==> config.mk <==
export PLATFORM = sky130hd
export DESIGN_NAME = mhb_bus_master
export DESIGN_NICKNAME = d
export VERILOG_FILES = /design/src/rtl/mhb_clk_div.v /design/src/rtl/mhb_bus_master.v
export VERILOG_INCLUDE_DIRS = /design/src /design/src/rtl
export SDC_FILE = /design/constraint.sdc
export NUM_CORES = 1
export LEC_CHECK = 0
export BUFFER_PORTS_ARGS = -buffer_cell sky130_fd_sc_hd__buf_2
export CAP_MARGIN = 20
export CORE_ASPECT_RATIO = 0.5
export CORE_MARGIN = 5
export CORE_UTILIZATION = 45
export CTS_CLUSTER_DIAMETER = 150
export DETAILED_ROUTE_END_ITERATION = 6
export PLACE_DENSITY = 0.69
export SYNTH_ARGS = -nofsm -noshare
export SYNTH_HDL_FRONTEND = slang
export SYNTH_SLANG_ARGS = --single-unit
==> constraint.sdc <==
create_clock -name mclk -period 3.1 [get_ports mclk]
set_clock_uncertainty 0.15 [all_clocks]
set_input_delay 0.155 -clock mclk [delete_from_list [all_inputs] [get_ports mclk]]
set_output_delay 0.155 -clock mclk [all_outputs]
set_load 0.005 [all_outputs]
==> src/rtl/mhb_consts.vh <==
// Purpose: constants for the host bus master
// Assumes: mclk at 100 MHz
// Notes:   bus timing counted in half periods of the bus clock
`ifndef MHB_CONSTS_VH
`define MHB_CONSTS_VH

`define MHB_MCLK_PERIOD_NS 10
`define MHB_BUS_HALF_NS    40
`define MHB_BUS_HALF_CYC   (`MHB_BUS_HALF_NS / `MHB_MCLK_PERIOD_NS)

// phase widths in bus half periods
`define MHB_HALF_NORM      4'h2
`define MHB_HALF_ADDR      4'h2
`define MHB_HALF_ALE_MAX   4'h4
`define MHB_HALF_RDCS_MAX  4'h6
`define MHB_HALF_WR_MAX    4'hC
`define MHB_HALF_RD_MAX    4'hA

// command codes
`define MHB_OP_READ        3'h0
`define MHB_OP_READ_EXT    3'h1
`define MHB_OP_WRITE       3'h2
`define MHB_OP_WRITE_EXT   3'h3
`define MHB_OP_AUX_SET     3'h4
`define MHB_OP_AUX_READ    3'h5
`define MHB_OP_WAIT_HIGH   3'h6
`define MHB_OP_WAIT_LOW    3'h7

`endif

==> src/rtl/mhb_clk_div.v <==
// Purpose: bus clock divider with half-period tick
// Assumes: half_cyc of at least 1
// Notes:   clk_out toggles on every tick
`timescale 1ns/1ps
module mhb_clk_div #(
  parameter HALF_CYC = 4
) (
  // clock and reset
  input  wire mclk,
  input  wire rst_n,
  // divided outputs
  output reg  clk_out,
  output reg  half_tick
);

  reg [15:0] cnt_reg;

  always @(posedge mclk or negedge rst_n) begin
    if (!rst_n) begin
      cnt_reg   <= 16'h0000;
      clk_out   <= 1'b0;
      half_tick <= 1'b0;
    end else if (cnt_reg == HALF_CYC[15:0] - 16'h0001) begin
      cnt_reg   <= 16'h0000;
      clk_out   <= ~clk_out;
      half_tick <= 1'b1;
    end else begin
      cnt_reg   <= cnt_reg + 16'h0001;
      half_tick <= 1'b0;
    end
  end

endmodule

==> src/rtl/mhb_bus_master.v <==
// Purpose: multiplexed address/data host bus master driven by a command port
// Assumes: commands come from logic on mclk; pins are asynchronous
// Notes:   phases step on half periods of the divided bus clock
`timescale 1ns/1ps
`include "mhb_consts.vh"

// How it works
// The low eight bus lines, bits 6 and 7 included, carry address then data, direction switched per phase.
// The first auxiliary pin is set, cleared and read by the host's pin commands.
// The second auxiliary pin has commands that stall command processing until it is seen high or low.
// Tied to a peripheral interrupt, that pin is waited on and the queued read then runs and answers the host.
// The host keeps the second auxiliary pin an input while using the wait commands on it.
// A low wait-extend input stretches the affected strobe phases while it is sampled low.
// The bus sequencing clock is put out on the clock monitor pin.
// Eight output-only upper address lines extend the address above the low byte.
// Chip select pulses low during every read and write cycle.
// A positive address latch pulse lets the peripheral capture the low address byte.
// Read and write strobes are active low and write data is stable before the fall and after the rise.
// Read, write, extended read and extended write exist and only the extended ones change the upper address.
// The host enters this mode with mode value 8 and value 0 restores the reset configuration.
// The write strobe has its normal width and stretches up to 6 clocks while wait-extend is low.
// The address latch pulse widens to 2 clocks while wait-extend is low.
// The address phase and latch pulse complete before the lines carry data.
// Commands run strictly in order, one bus cycle finishing before the next starts.
module mhb_bus_master #(
  parameter HALF_CYC = `MHB_BUS_HALF_CYC
) (
  // clock and reset
  input  wire        mclk,
  input  wire        reset_n,
  // host command port
  input  wire        cmd_valid,
  output reg         cmd_ready_reg,
  input  wire [2:0]  cmd_op,
  input  wire [15:0] cmd_addr,
  input  wire [7:0]  cmd_data,
  output reg         rsp_valid_reg,
  output reg  [7:0]  rsp_data_reg,
  // multiplexed bus
  input  wire [7:0]  ad_in,
  output reg  [7:0]  ad_out_reg,
  output reg         ad_oe_reg,
  output reg  [7:0]  addr_hi_reg,
  output reg         cs_n_reg,
  output reg         ale_reg,
  output reg         rd_n_reg,
  output reg         wr_n_reg,
  input  wire        wait_extend_in,
  // auxiliary pins
  input  wire        aux_pin_first_in,
  output reg         aux_pin_first_out_reg,
  output reg         aux_pin_first_oe_reg,
  input  wire        aux_irq_pin_in,
  output reg         aux_irq_pin_out_reg,
  output reg         aux_irq_pin_oe_reg,
  // clock monitor
  output wire        clock_monitor_out
);

  localparam ST_IDLE = 3'h0;
  localparam ST_ADDR = 3'h1;
  localparam ST_ALE  = 3'h2;
  localparam ST_DSET = 3'h3;
  localparam ST_STRB = 3'h4;
  localparam ST_HOLD = 3'h5;
  localparam ST_WAIT = 3'h6;

  reg [1:0] rst_sync_reg;
  wire      rst_n;
  reg [1:0] wait_sync_reg;
  reg [1:0] aux0_sync_reg;
  reg [1:0] aux1_sync_reg;
  reg [7:0] ad_meta_reg;
  reg [7:0] ad_sync_reg;
  reg [2:0] state_reg;
  reg [3:0] cnt_reg;
  reg [2:0] op_reg;
  reg [7:0] data_reg;
  wire      half_tick;
  wire      wait_low;
  wire      is_write;
  wire [3:0] cnt_next;

  assign rst_n    = rst_sync_reg[1];
  assign wait_low = ~wait_sync_reg[1];
  assign is_write = op_reg[1];
  assign cnt_next = cnt_reg + 4'h1;

  // phase ends after normal width unless wait-extend holds it up to max
  function phase_done;
    input [3:0] cnt;
    input [3:0] max;
    input       wlow;
    begin
      phase_done = (cnt >= `MHB_HALF_NORM) && !(wlow && (cnt < max));
    end
  endfunction

  always @(posedge mclk or negedge reset_n) begin
    if (!reset_n) begin
      rst_sync_reg <= 2'b00;
    end else begin
      rst_sync_reg <= {rst_sync_reg[0], 1'b1};
    end
  end

  always @(posedge mclk or negedge rst_n) begin
    if (!rst_n) begin
      wait_sync_reg <= 2'b11;
      aux0_sync_reg <= 2'b11;
      aux1_sync_reg <= 2'b11;
      ad_meta_reg   <= 8'h00;
      ad_sync_reg   <= 8'h00;
    end else begin
      wait_sync_reg <= {wait_sync_reg[0], wait_extend_in};
      aux0_sync_reg <= {aux0_sync_reg[0], aux_pin_first_in};
      aux1_sync_reg <= {aux1_sync_reg[0], aux_irq_pin_in};
      ad_meta_reg   <= ad_in;
      ad_sync_reg   <= ad_meta_reg;
    end
  end

  mhb_clk_div #(
    .HALF_CYC (HALF_CYC)
  ) u_div (
    .mclk      (mclk),
    .rst_n     (rst_n),
    .clk_out   (clock_monitor_out),
    .half_tick (half_tick)
  );

  always @(posedge mclk or negedge rst_n) begin
    if (!rst_n) begin
      state_reg             <= ST_IDLE;
      cnt_reg               <= 4'h0;
      op_reg                <= 3'h0;
      data_reg              <= 8'h00;
      cmd_ready_reg         <= 1'b1;
      rsp_valid_reg         <= 1'b0;
      rsp_data_reg          <= 8'h00;
      ad_out_reg            <= 8'h00;
      ad_oe_reg             <= 1'b0;
      addr_hi_reg           <= 8'h00;
      cs_n_reg              <= 1'b1;
      ale_reg               <= 1'b0;
      rd_n_reg              <= 1'b1;
      wr_n_reg              <= 1'b1;
      aux_pin_first_out_reg <= 1'b0;
      aux_pin_first_oe_reg  <= 1'b0;
      aux_irq_pin_out_reg   <= 1'b0;
      aux_irq_pin_oe_reg    <= 1'b0;
    end else begin
      rsp_valid_reg <= 1'b0;
      case (state_reg)
        ST_IDLE: begin
          if (cmd_valid && cmd_ready_reg) begin
            op_reg   <= cmd_op;
            data_reg <= cmd_data;
            cnt_reg  <= 4'h0;
            if (cmd_op == `MHB_OP_AUX_SET) begin
              aux_pin_first_out_reg <= cmd_data[0];
              aux_pin_first_oe_reg  <= cmd_addr[0];
              aux_irq_pin_out_reg   <= cmd_data[1];
              aux_irq_pin_oe_reg    <= cmd_addr[1];
            end else if (cmd_op == `MHB_OP_AUX_READ) begin
              rsp_valid_reg <= 1'b1;
              rsp_data_reg  <= {6'h00, aux1_sync_reg[1], aux0_sync_reg[1]};
            end else if (cmd_op[2]) begin
              cmd_ready_reg <= 1'b0;
              state_reg     <= ST_WAIT;
            end else begin
              cmd_ready_reg <= 1'b0;
              ad_out_reg    <= cmd_addr[7:0];
              ad_oe_reg     <= 1'b1;
              if (cmd_op[0]) begin
                addr_hi_reg <= cmd_addr[15:8];
              end
              state_reg <= ST_ADDR;
            end
          end
        end
        ST_WAIT: begin
          if (aux1_sync_reg[1] == ~op_reg[0]) begin
            cmd_ready_reg <= 1'b1;
            state_reg     <= ST_IDLE;
          end
        end
        ST_ADDR: begin
          if (half_tick) begin
            cnt_reg <= cnt_next;
            if (cnt_next >= `MHB_HALF_ADDR) begin
              ale_reg   <= 1'b1;
              cnt_reg   <= 4'h0;
              state_reg <= ST_ALE;
            end
          end
        end
        ST_ALE: begin
          if (half_tick) begin
            cnt_reg <= cnt_next;
            if (phase_done(cnt_next, `MHB_HALF_ALE_MAX, wait_low)) begin
              ale_reg   <= 1'b0;
              cs_n_reg  <= 1'b0;
              cnt_reg   <= 4'h0;
              state_reg <= ST_DSET;
            end
          end
        end
        ST_DSET: begin
          // bus turns one mclk after the latch falls, so the address holds past it
          if (is_write) begin
            ad_out_reg <= data_reg;
          end else begin
            ad_oe_reg <= 1'b0;
          end
          if (half_tick) begin
            cnt_reg <= cnt_next;
            if (phase_done(cnt_next, is_write ? `MHB_HALF_NORM : `MHB_HALF_RDCS_MAX, wait_low)) begin
              wr_n_reg  <= ~is_write;
              rd_n_reg  <= is_write;
              cnt_reg   <= 4'h0;
              state_reg <= ST_STRB;
            end
          end
        end
        ST_STRB: begin
          if (half_tick) begin
            cnt_reg <= cnt_next;
            if (phase_done(cnt_next, is_write ? `MHB_HALF_WR_MAX : `MHB_HALF_RD_MAX, wait_low)) begin
              wr_n_reg  <= 1'b1;
              rd_n_reg  <= 1'b1;
              data_reg  <= is_write ? data_reg : ad_sync_reg;
              state_reg <= ST_HOLD;
            end
          end
        end
        ST_HOLD: begin
          if (half_tick) begin
            cs_n_reg      <= 1'b1;
            ad_oe_reg     <= 1'b0;
            cmd_ready_reg <= 1'b1;
            state_reg     <= ST_IDLE;
            if (!is_write) begin
              rsp_valid_reg <= 1'b1;
              rsp_data_reg  <= data_reg;
            end
          end
        end
        default: begin
          state_reg <= ST_IDLE;
        end
      endcase
    end
  end

endmodule

; Word-level counts from Yosys, hierarchy flattened
; Cells that the tools add are included.
[word_totals]
ff_bits = 94
wordCells = 180
input_bits = 41
[classes]
n_mux = 78
bitwise = 7
n_eq_ne = 29
magnitude_cmp = 4
n_addsub = 2
reduce_logical = 33
[ops]
columns = operator, count
row1 = $mux 8, 14
row2 = $mux 3, 16
row3 = $pmux 8 s2, 3
row4 = $mux 4, 8
row5 = $reduce_and 6->1, 5
row6 = $ne 2x2->1 const B, 14
row7 = $mux 1, 27
row8 = $pmux 3 s7, 1
row9 = $pmux 4 s5, 1
row10 = $add 16x1->16 const B, 1
row11 = $eq 16x2->1 const B, 1
row12 = $mux 16, 1
row13 = $eq 3x3->1 const B, 5
row14 = $reduce_and 5->1, 3
row15 = $reduce_and 13->1, 1
row16 = $reduce_bool 2->1, 6
row17 = $ne 2x1->1 const B, 5
row18 = $pmux 1 s2, 5
row19 = $logic_and 1x1->1, 7
row20 = $not 1->1, 7
row21 = $reduce_and 7->1, 1
row22 = $eq 3x2->1 const B, 2
row23 = $pmux 1 s3, 2
row24 = $reduce_bool 3->1, 2
row25 = other kinds (13), 15

; Logic depth before layout (Yosys ltp)
; Gate-level depths: netlist of run 1.
[depth]
depth_word = 8
mapped_depth = 10
depth_no_buf = 9

; Modules after synthesis
; Synthesis of run 1 repeated with hierarchy kept, for this count alone.
[hier_totals]
hier_cells = 368
hier_area_um2 = 4121.5
[by_module_without_submodules]
columns = module, cells_each, area_each_um2, instances
row1 = mhb_bus_master, 299, 3301.9, 1
row2 = mhb_clk_div, 69, 819.5, 1

; Worst setup path before layout of run 1
; OpenSTA, ideal clock, no wires.
[synth_path]
kind = register to register
from = reg cnt_reg[0]
to = reg cnt_reg[3]
slack_ps = 691
synth_period_minus_slack_ps = 2409
path_stages_with_launch = 9
required_time_ps = 2885
arrival_time_ps = 2194
path_buffers = 0
cell_sequence = dfrtp_1 -> ha_1 -> xor2_1 -> ha_1 -> and2b_1 -> o32a_4 -> o22a_4 -> nor4_1 -> a211o_1
[synth_via]
elab_chain_len = 8
elab_cells_between_ends = 18
[synth_lines]
columns = item, line_no
row1 = "start, declared", mhb_bus_master.v:76  ; reg [3:0] cnt_reg;
row2 = "start signal, assigned", mhb_bus_master.v:190  ; cnt_reg <= cnt_next;
row3 = "start signal, assigned", mhb_bus_master.v:200  ; cnt_reg <= cnt_next;
row4 = "start signal, assigned", mhb_bus_master.v:217  ; cnt_reg <= cnt_next;
row5 = $add 4x1->4 *, mhb_bus_master.v:87  ; assign cnt_next = cnt_reg + 4'h1;
row6 = $lt 4x3->1, mhb_bus_master.v:95  ; phase_done = (cnt >= `MHB_HALF_NORM) && !(wlow && (cnt < max));
row7 = $logic_and 1x1->1, mhb_bus_master.v:95
row8 = $logic_not 1->1, mhb_bus_master.v:95
row9 = $logic_and 1x1->1, mhb_bus_master.v:95
row10 = $mux 4 (on tied branches), "mhb_bus_master.v:218, mhb_bus_master.v:201"
row11 = $mux 4 (on tied branches), "mhb_bus_master.v:216, mhb_bus_master.v:199"
row12 = $pmux 4 s5 *, mhb_bus_master.v:154  ; case (state_reg)
; Every way passes the cells marked *; elsewhere a longest branch is shown, timed or not. The select of a mux whose other input is x is not followed.
; A chain may end at the register's enable or synchronous reset.

; Final worst setup path of run 1
[layout_path]
from = reg cnt_reg[0]
to = reg data_reg[1]
[layout_via]
elab_chain_len = 7
elab_cells_between_ends = 8
[layout_lines]
columns = item, line_no
row1 = $add 4x1->4 *, mhb_bus_master.v:87
row2 = $lt 4x4->1, mhb_bus_master.v:95
row3 = $logic_and 1x1->1, mhb_bus_master.v:95
row4 = $logic_not 1->1, mhb_bus_master.v:95
row5 = $logic_and 1x1->1 *, mhb_bus_master.v:95
row6 = $ne 2x2->1 (no line) *, -
row7 = $reduce_and 5->1 (no line) *, -
row8 = "end signal, assigned", mhb_bus_master.v:158  ; data_reg <= cmd_data;
row9 = "end signal, assigned", mhb_bus_master.v:232  ; data_reg <= is_write ? data_reg : ad_sync_reg;
row10 = "end, declared", mhb_bus_master.v:78  ; reg [7:0] data_reg;
; Every way passes the cells marked *; elsewhere a longest branch is shown, timed or not.

==> impl_metrics.tcl, run 1 <==
set metrics [dict create \
    start_util_pct 46.6 \
    pwr-share-clk_pct 27.9 \
    cts_buffers 9 \
    port_buffers 76 \
    grt_first_pass_wirelength_um 15500 \
    p_comb_share_pct 31.5 \
    fp.coreArea_um2 8770 \
    post-place-ws_ns 0.537 \
    wl_per_cell_um 15.6 \
    areaGrowthSynthToFinish_pct 28.3 \
    worst_pin_slew_ns 0.702 \
    largest_register_ffs 16 \
    dp_hpwl_um 6180 \
    drt-total-wl_um 9100 \
    synth_edf_count 0 \
    fin_area_um2 5250 \
    cts_resized 0 \
    yosys_warnings 0 \
    stdcell_count 583 \
    period_needed_ns 2.61 \
    dieArea_um2 11200 \
    ys_ff_latch 94 \
    finalMaxSlewViolations 0 \
    power.density_nw_per_um2 812 \
    cts_tree "yes" \
    startpoint_type "flop" \
    slowest_stage "a22oi_2" \
    p_leak_nw 2.46 \
    row_count 24 \
    p_total_mw 4.26 \
    finalWorstSetupSlack_ns 0.494 \
    seqCellArea_um2 2370 \
    hold_slack_ns 0.0156 \
    finalHoldViolations 0 \
    outcome "complete, no violations" \
    dr.pass1.iters 4 \
    remaining_drc_errors 0 \
    grt_usage_pct 17.6 \
    die_w_um 145 \
    cp.depth 9 \
    drt-initial-drc-count 240 \
    mostFrequentLayoutCells "dfrtp_1, buf_2, dlygate4sd3_1" \
    p_switching_mw 1.41 \
    yosysTopAreaCellShare_pct 51.4 \
    power_frac_seq_pct 40.7 \
    hold_class "in -> reg" \
    grt_pass1_vias 3013 \
    r2r_slack_ns 0.49 \
    period_share_pct 84.1 \
    switching_share_pct 33.1 \
    cts_num_sinks 94 \
    grt_max_degree 52 \
    clk_pin_slew_ns 0.07 \
    vias 2950 \
    async_flop_share_pct 100 \
    r2r_cells 9 \
    globalplace.congestion 0.825 \
    crit_start "cnt_reg[0]$_DFFE_PN0P_" \
    intPower_mw 2.85 \
    timing.rr.start "cnt_reg[0]$_DFFE_PN0P_" \
    drive_above_1_share_pct 28.5 \
    netlist_top_cells_area "dfrtp_1, dfstp_2, mux2i_1" \
    max_freq_mhz 384 \
    setup_violations 0 \
    fp.dieH_um 77.4 \
    slew_headroom_pct 53.2 \
    synthCells 349 \
    crit_top_cell "ha_1" \
    cpLargestDelayFamily "compound AO/OA/AOI/OAI gates" \
    fillCellCount 735 \
    syn_area_per_cell_um2 11.7 \
    overflow 0 \
    vdd_drop_max_mv 0.387 \
    htree_levels 3 \
    r2r-end "data_reg[1]$_DFFE_PN0P_" \
    fin_util_pct 59.8 \
    cts-root-buf "clkbuf_16" \
    via_per_inst 5.06 \
    cap_violations 0 \
    fin_tns_setup_ns 0 \
    place_inst 532 \
    clock_latency_ns 0.34 \
    rsz0062_at_grt "no" \
    io_pins 77 \
    antenna_found_initial 0 \
    cp.required_ns 3.22 \
    cp.arrival_ns 2.72 \
    crit_buf_inv 0 \
    synth_area_um2 4090 \
    final_nets 506 \
    multi_input_area_um2 1590 \
    cp-endpoint "data_reg[1]$_DFFE_PN0P_" \
    path_cells "ha_1 > xor2_1 > ha_1 > o21ai_0 > nand2_1 > o211ai_1 > a22oi_2 > nor2_1 > a21oi_1" \
    diodes 0 \
    critPathCaptureType "flop" \
    synth_flop_cell "dfrtp_1" \
    final_common_cell "dfrtp_1" \
    syn_nets 394 \
    crit_path_max_fanout 16 \
    slowest_delay_ns 0.63 \
    antenna_left 0 \
    ys_types 60 \
    ys_seq_area_share_pct 57.8 \
    synth_top_cell_by_area "dfrtp_1" \
    place_area_um2 4570 \
    clock_path_buffers 2 \
    path_class "reg -> reg" \
]
[worst min path at each step]
stage	startpoint	end	depth (start not counted)
5_1_grt	cmd_data[3]	data_reg[3]$_DFFE_PN0P_	3
3_3_place_gp	reset_n	rst_sync_reg[0]$_DFF_PN0_	1
2_1_floorplan	reset_n	rst_sync_reg[0]$_DFF_PN0_	0
4_1_cts	cmd_addr[2]	ad_out_reg[2]$_DFFE_PN0P_	3
3_5_place_dp	reset_n	rst_sync_reg[0]$_DFF_PN0_	1
6_report	cmd_data[7]	data_reg[7]$_DFFE_PN0P_	3
[worst min-delay path: cells and delay by family]
| family | cells | cell delay (ns) |
|---|---|---|
| buf+inv | 1 | 0.07 |
| mux | 1 | 0.08 |
| compound gates | 1 | 0.15 |
[cell usage after synthesis (3+ instances only)]
| master | n |
|---|---|
| buf_2 | 6 |
| mux2_2 | 12 |
| buf_6 | 3 |
| dfrtp_1 | 84 |
| nor2_1 | 29 |
| xor2_1 | 5 |
| o21ai_0 | 11 |
| a21oi_1 | 26 |
| nand2b_1 | 3 |
| a22o_1 | 3 |
| and2_1 | 4 |
| nand2_1 | 21 |
| nand3_1 | 18 |
| xnor2_1 | 12 |
| nand3b_1 | 3 |
| clkbuf_1 | 3 |
| nor2b_1 | 5 |
| mux2i_1 | 20 |
| nor3_1 | 3 |
| nor4_1 | 4 |
| and3_1 | 4 |
| dfstp_2 | 10 |
| inv_1 | 11 |
| ha_1 | 4 |
[layer usage]
| metal | vias to the layer above | share of wire, % | routed length, um | GRT usage (%) |
|---|---|---|---|---|
| li1 | 1448 | - | - | - |
| met1 | 1434 | 44 | 4010 | 23.4 |
| met2 | 53 | 51 | 4630 | 28.1 |
| met3 | 15 | 3.5 | 317 | 4.24 |
| met4 | 0 | 1.5 | 141 | 6.61 |
| met5 | - | 0 | 0 | 0 |
[what timing repair did]
item / 4_1_cts / 5_1_grt
buffers inserted: 0 / 0
setup endpoints to repair: 0 / 0
hold buffers: 35 / 0
hold endpoints to repair: 35 / 0
[layout make-up]
type,count,share of cell area [%]
clock buffers,10,4.36
well taps,117,2.79
inverters,11,0.787
repair buffers,115,14.7
multi-input cells,230,30.4
flip-flops and latches,94,45.1
clock inverters,6,1.79
[logic make-up (layout without fill, tap and decap cells)]
kind of cell	Yosys count	count (layout)	share of synthesized area, %
AO/OA/AOI/OAI	66	66	11.6
flip-flops	94	94	57.8
XOR/XNOR	17	17	3.64
buffers and inverters	25	142	3.21
multiplexers	33	33	8.57
AND/OR/NAND/NOR	109	109	13.9
adder cells (fa/ha/maj)	4	4	1.22
other	1	1	0.0917
[power groups by stage]
stage	clock, mW	sequential, mW	combinational [mW]
after global placement	0	1.75	1.26
after CTS	1.21	1.73	1.34
after floorplan	0	1.67	1.05
after detailed placement	0	1.75	1.29
final	1.19	1.73	1.34
after global routing	1.27	1.78	1.48
Power figures use the tool's default switching activity.
==> run 2: changes to the inputs <==
--- a/config.mk
+++ b/config.mk
@@ -6,6 +6,7 @@
 export SDC_FILE = /design/constraint.sdc
 export NUM_CORES = 1
 export LEC_CHECK = 0
+export ABC_AREA = 1
 export BUFFER_PORTS_ARGS = -buffer_cell sky130_fd_sc_hd__buf_2
 export CAP_MARGIN = 20
 export CORE_ASPECT_RATIO = 0.5
==> constraint.sdc (replaced) <==
create_clock -name mclk -period 2.3 [get_ports mclk]
set_clock_uncertainty 0.15 [all_clocks]
set_input_delay 0.115 -clock mclk [delete_from_list [all_inputs] [get_ports mclk]]
set_output_delay 0.115 -clock mclk [all_outputs]
set_load 0.005 [all_outputs]
==> impl_metrics.tcl, run 2 <==
set metrics [dict create \
    syn_area_per_cell_um2 9.61 \
    clk_pin_slew_ns 0.07 \
    grt_pass1_vias 3439 \
    vias 3450 \
    largest_register_ffs 16 \
    grt_max_degree 47 \
    ys_ff_latch 94 \
    setup_violations 0 \
    io_pins 77 \
    drt-initial-drc-count 191 \
    yosysTopAreaCellShare_pct 50.0 \
    dp_hpwl_um 6680 \
    final_nets 616 \
    port_buffers 76 \
    max_freq_mhz 454 \
    cp.arrival_ns 2.28 \
    grt_first_pass_wirelength_um 16500 \
    r2r-end "state_reg[1]$_DFFE_PN0P_" \
    synth_flop_cell "dfrtp_1" \
    crit_path_max_fanout 4 \
    remaining_drc_errors 0 \
    clock_latency_ns 0.34 \
    ys_seq_area_share_pct 56.3 \
    cts_num_sinks 94 \
    fin_area_um2 5530 \
    start_util_pct 47.3 \
    p_leak_nw 2.86 \
    r2r_cells 13 \
    fp.coreArea_um2 8890 \
    drive_above_1_share_pct 28.5 \
    dr.pass1.iters 4 \
    period_needed_ns 2.20 \
    period_share_pct 95.8 \
    finalMaxSlewViolations 0 \
    cp-endpoint "state_reg[1]$_DFFE_PN0P_" \
    synthTopCellsByCount "nand2_1, dfrtp_1, inv_1" \
    place_inst 634 \
    stdcell_count 693 \
    ys_types 38 \
    grt_usage_pct 17.9 \
    mostFrequentLayoutCells "nand2_1, dfrtp_1, buf_2" \
    post-place-ws_ns 0.0116 \
    cts_buffers 9 \
    syn_nets 482 \
    hold_slack_ns 0.0250 \
    finalWorstSetupSlack_ns 0.0972 \
    vdd_drop_max_mv 0.427 \
    p_total_mw 3.24 \
    synth_most_common_cell "nand2_1" \
    areaGrowthSynthToFinish_pct 31.7 \
    multi_input_area_um2 1630 \
    fp.dieH_um 78.3 \
    cts-root-buf "clkbuf_16" \
    clock_path_buffers 2 \
    row_count 24 \
    finalHoldViolations 0 \
    path_class "reg -> reg" \
    synthCells 437 \
    dieArea_um2 11500 \
    cap_violations 0 \
    cts_tree "yes" \
    timing.rr.start "cnt_reg[0]$_DFFE_PN0P_" \
    seqCellArea_um2 2370 \
    crit_start "cnt_reg[0]$_DFFE_PN0P_" \
    die_w_um 147 \
    fin_tns_setup_ns 0 \
    place_area_um2 4760 \
    fin_util_pct 62.2 \
    synth_top_cell_by_area "dfrtp_1" \
    yosys_warnings 0 \
    antenna_left 0 \
    wl_per_cell_um 14.2 \
    via_per_inst 4.98 \
    r2r_slack_ns 0.1 \
    antenna_found_initial 0 \
    diodes 0 \
    async_flop_share_pct 100 \
    startpoint_type "flop" \
    synth_area_um2 4200 \
    netlist_top_cells_area "dfrtp_1, nand2_1, dfstp_2" \
    outcome "complete, no violations" \
    fillCellCount 740 \
    hold_class "in -> reg" \
    critPathCaptureType "flop" \
    cp.required_ns 2.38 \
    synth_edf_count 0 \
    overflow 0 \
    drt-total-wl_um 9840 \
    htree_levels 3 \
    globalplace.congestion 0.902 \
    power.density_nw_per_um2 586 \
    final_common_cell "nand2_1" \
]
## run 2: cell types whose count changed in the layout (fill, tap and decap cells not counted), moves of 6 or more
cell     before  now
nand2_2       0    7
buf_4         3   13
nand2_1      21   99
inv_1        11   50
a21oi_1      26    3
nand4_1       2    8
mux2i_1      20    6
nand3_1      18   29
xnor2_1      12    1
a31oi_1       0    8
xor2_1        5   12
o21ai_0      11   17
## run 2: worst max-delay path: stages (launching register included)
cell and delay (ns):
dfrtp_1 0.39, ha_2 0.20, xnor2_2 0.19, inv_2 0.06, ha_1 0.28, o21ai_0 0.08, nand2_1 0.06, nand2_1 0.05
nand2_1 0.09, nand2_4 0.09, a21oi_4 0.21, nand2_2 0.10, nand2_1 0.08, nand2_1 0.05
## run 2: timing repair
item / in CTS / in global routing
endpoints found under the hold margin: 40 / 0
pin swaps: 0 / 3
endpoints found under the setup margin: 5 / 13
resized for setup: 1 / 18
hold buffers: 38 / 0
cloned: 0 / 1
buffers inserted: 0 / 4
## run 2: routing by layer
metal / wire length, um / up-vias / global-route usage [%] / share of wire [%]
met2: 5060 / 92 / 31.2 / 51
li1: - / 1690 / - / -
met4: 136 / 0 / 5.44 / 1.4
met5: 0 / - / 0 / 0
met1: 4100 / 1655 / 21.6 / 42
met3: 545 / 13 / 5.64 / 5.5
## run 2: worst min path at each step
| stage | cells after the start | startpoint | end | slack, ns |
|---|---|---|---|---|
| global route | 3 | cmd_op[0] | op_reg[0]$_DFFE_PN0P_ | 0.06 |
| detailed placement | 1 | reset_n | rst_sync_reg[0]$_DFF_PN0_ | -0.25 |
| CTS | 3 | cmd_op[0] | op_reg[0]$_DFFE_PN0P_ | 0.03 |
| finish | 3 | cmd_op[0] | op_reg[0]$_DFFE_PN0P_ | 0.03 |
| global placement | 1 | reset_n | rst_sync_reg[0]$_DFF_PN0_ | -0.25 |
| floorplan | 0 | reset_n | rst_sync_reg[0]$_DFF_PN0_ | -0.33 |
## run 2: final cells by class
class                      instances  share of cell area (%)
timing repair buffer             130                    16.3
sequential                        94                    42.8
inverter                          55                    3.75
clock inverter                     6                   0.859
tap                              117                    2.65
multi-input combinational        281                    29.5
clock buffer                      10                    4.14
## run 2: power breakdown
part           internal (mW)  switching (mW)  total (mW)  leakage, nW
Sequential              1.69          0.0205        1.71         1.21
Combinational         0.0876          0.0662       0.154         1.52
Clock                  0.742           0.641        1.38        0.133
Total                   2.52           0.727        3.24         2.86
## run 2: logic make-up after synthesis
family	share of synthesized area (%)
compound gates	6.67
xor+xnor	2.92
fa+ha+maj	1.19
buf+inv	6.61
flops	56.3
mux	4.11
other cells	0.0893
simple gates	22.1
==> run 3: changes to the inputs <==
--- a/config.mk
+++ b/config.mk
@@ -10,7 +10,7 @@
 export BUFFER_PORTS_ARGS = -buffer_cell sky130_fd_sc_hd__buf_2
 export CAP_MARGIN = 20
 export CORE_ASPECT_RATIO = 0.5
-export CORE_MARGIN = 5
+export CORE_MARGIN = 1.5
 export CORE_UTILIZATION = 45
 export CTS_CLUSTER_DIAMETER = 150
 export DETAILED_ROUTE_END_ITERATION = 6
==> impl_metrics.tcl, run 3 (synthesized netlist as in run 2, its figures left out) <==
set metrics [dict create \
    largest_register_ffs 16 \
    die_w_um 140 \
    fp.coreArea_um2 8890 \
    stdcell_count 689 \
    row_count 24 \
    vias 3385 \
    crit_path_max_fanout 3 \
    diodes 0 \
    cp.arrival_ns 2.30 \
    critPathCaptureType "flop" \
    path_cells "ha_2 > xnor2_2 > inv_2 > ha_1 > o21ai_0 > nand2_1 > nand2_1 > nand2_2 > nand2_4 > a21oi_4 > buf_4 > nand3_1 > nand2_1" \
    clk_pin_slew_ns 0.07 \
    remaining_drc_errors 0 \
    start_util_pct 47.3 \
    max_freq_mhz 461 \
    crit_top_cell "nand2_1" \
    grt_usage_pct 20.0 \
    antenna_found_initial 0 \
    mostFrequentLayoutCells "nand2_1, dfrtp_1, buf_2" \
    slowest_delay_ns 0.39 \
    port_buffers 76 \
    grt_first_pass_wirelength_um 15500 \
    period_needed_ns 2.17 \
    globalplace.congestion 0.843 \
    areaGrowthSynthToFinish_pct 30.8 \
    via_per_inst 4.91 \
    rsz0062_at_grt "no" \
    startpoint_type "flop" \
    place_inst 633 \
    cts_tree "yes" \
    clock_latency_ns 0.34 \
    overflow 0 \
    fp.dieH_um 71.3 \
    finalMaxSlewViolations 0 \
    slowest_stage "dfrtp_1" \
    grt_max_degree 48 \
    drt-initial-drc-count 138 \
    cts-root-buf "clkbuf_16" \
    dr.pass1.iters 4 \
    cts_buffers 9 \
    cpLargestDelayFamily "adder cells" \
    setup_violations 0 \
    finalWorstSetupSlack_ns 0.130 \
    power.density_nw_per_um2 591 \
    drt-total-wl_um 9320 \
    grt_pass1_vias 3330 \
    dieArea_um2 9960 \
    p_leak_nw 2.84 \
    wl_per_cell_um 13.5 \
    dp_hpwl_um 6330 \
    clock_path_buffers 2 \
    fillCellCount 755 \
    fin_tns_setup_ns 0 \
    cp.required_ns 2.43 \
    period_share_pct 94.3 \
    post-place-ws_ns 0.0194 \
    hold_slack_ns 0.0412 \
    outcome "complete, no violations" \
    io_pins 77 \
    drive_above_1_share_pct 27.8 \
    crit_buf_inv 2 \
    final_nets 612 \
    hold_class "in -> reg" \
    htree_levels 3 \
    antenna_left 0 \
    final_common_cell "nand2_1" \
    cap_violations 0 \
    cts_num_sinks 94 \
    finalHoldViolations 0 \
    vdd_drop_max_mv 0.426 \
    path_class "reg -> reg" \
]
[run 3: cell types whose count changed in the layout (fill, tap and decap cells not counted), sizes merged]
| cell | previous run | this run |
|---|---|---|
| buf | 92 | 88 |
[run 3: final cells by class]
cell class,count,area [um^2],share of cell area (%)
Clock inverter,6,46.3,0.842
Multi-Input combinational cell,281,1640,29.8
Tap cell,117,146,2.66
Sequential cell,94,2370,43.1
Clock buffer,10,229,4.17
Timing Repair Buffer,126,863,15.7
Inverter,55,208,3.78
[run 3: metrics by stage]
step,instance area [um^2],total power [mW],util (%)
after floorplan,4200,1.77,-
after global placement,4760,1.84,53.5
after detailed placement,4760,1.84,53.5
after CTS,5420,3.29,61.0
after global routing,5500,3.37,61.8
final,5500,3.25,61.8
[run 3: path summary, 6_finish.rpt]
path	to	startpoint	cells past startpoint	slack, ns
max in group asynchronous	rst_sync_reg[1]$_DFF_PN0_	reset_n	3	1.29
setup / recovery	state_reg[2]$_DFFE_PN0P_	cnt_reg[0]$_DFFE_PN0P_	13	0.13
setup reg to reg	state_reg[2]$_DFFE_PN0P_	cnt_reg[0]$_DFFE_PN0P_	13	0.13
hold / removal	op_reg[0]$_DFFE_PN0P_	cmd_op[0]	3	0.04
min in group asynchronous	aux_irq_pin_out_reg$_DFFE_PN0P_	rst_sync_reg[1]$_DFF_PN0_	0	0.09
hold reg to reg	aux_irq_pin_out_reg$_DFFE_PN0P_	rst_sync_reg[1]$_DFF_PN0_	0	0.09
[run 3: report_power, final]
part	switching [mW]	total (mW)	leakage (nW)	internal (mW)
Sequential	0.0201	1.71	1.21	1.69
Combinational	0.0668	0.155	1.50	0.0878
Clock	0.645	1.39	0.135	0.743
[run 3: worst reg2reg max path, delay by kind of cell, from the launching register on]
| kind | cells | cell delay (ns) |
|---|---|---|
| AOI/OAI and AO/OA | 2 | 0.26 |
| adders and majority gates | 2 | 0.48 |
| buffers and inverters | 2 | 0.20 |
| and+or+nand+nor | 6 | 0.42 |
| xor gates and xnor gates | 1 | 0.19 |
| DFF | 1 | 0.39 |
[run 3: timing repair]
item                       4_1_cts  5_1_grt
hold endpoints to repair        40        0
gates cloned                     0        1
hold buffers                    38        0
setup buffers                    0        1
pin swaps                        0        3
resized for setup                1       16
setup endpoints to repair        4       13
[run 3: metal layers]
| layer | share of wire, % | GRT usage, % | vias up | wire, um |
|---|---|---|---|---|
| met5 | 0 | 0 | - | 0 |
| met4 | 2.1 | 8.07 | 0 | 194 |
| met3 | 3.8 | 5.48 | 20 | 354 |
| met2 | 49 | 33.8 | 74 | 4540 |
| met1 | 45 | 24.8 | 1612 | 4230 |
| li1 | - | - | 1679 | - |
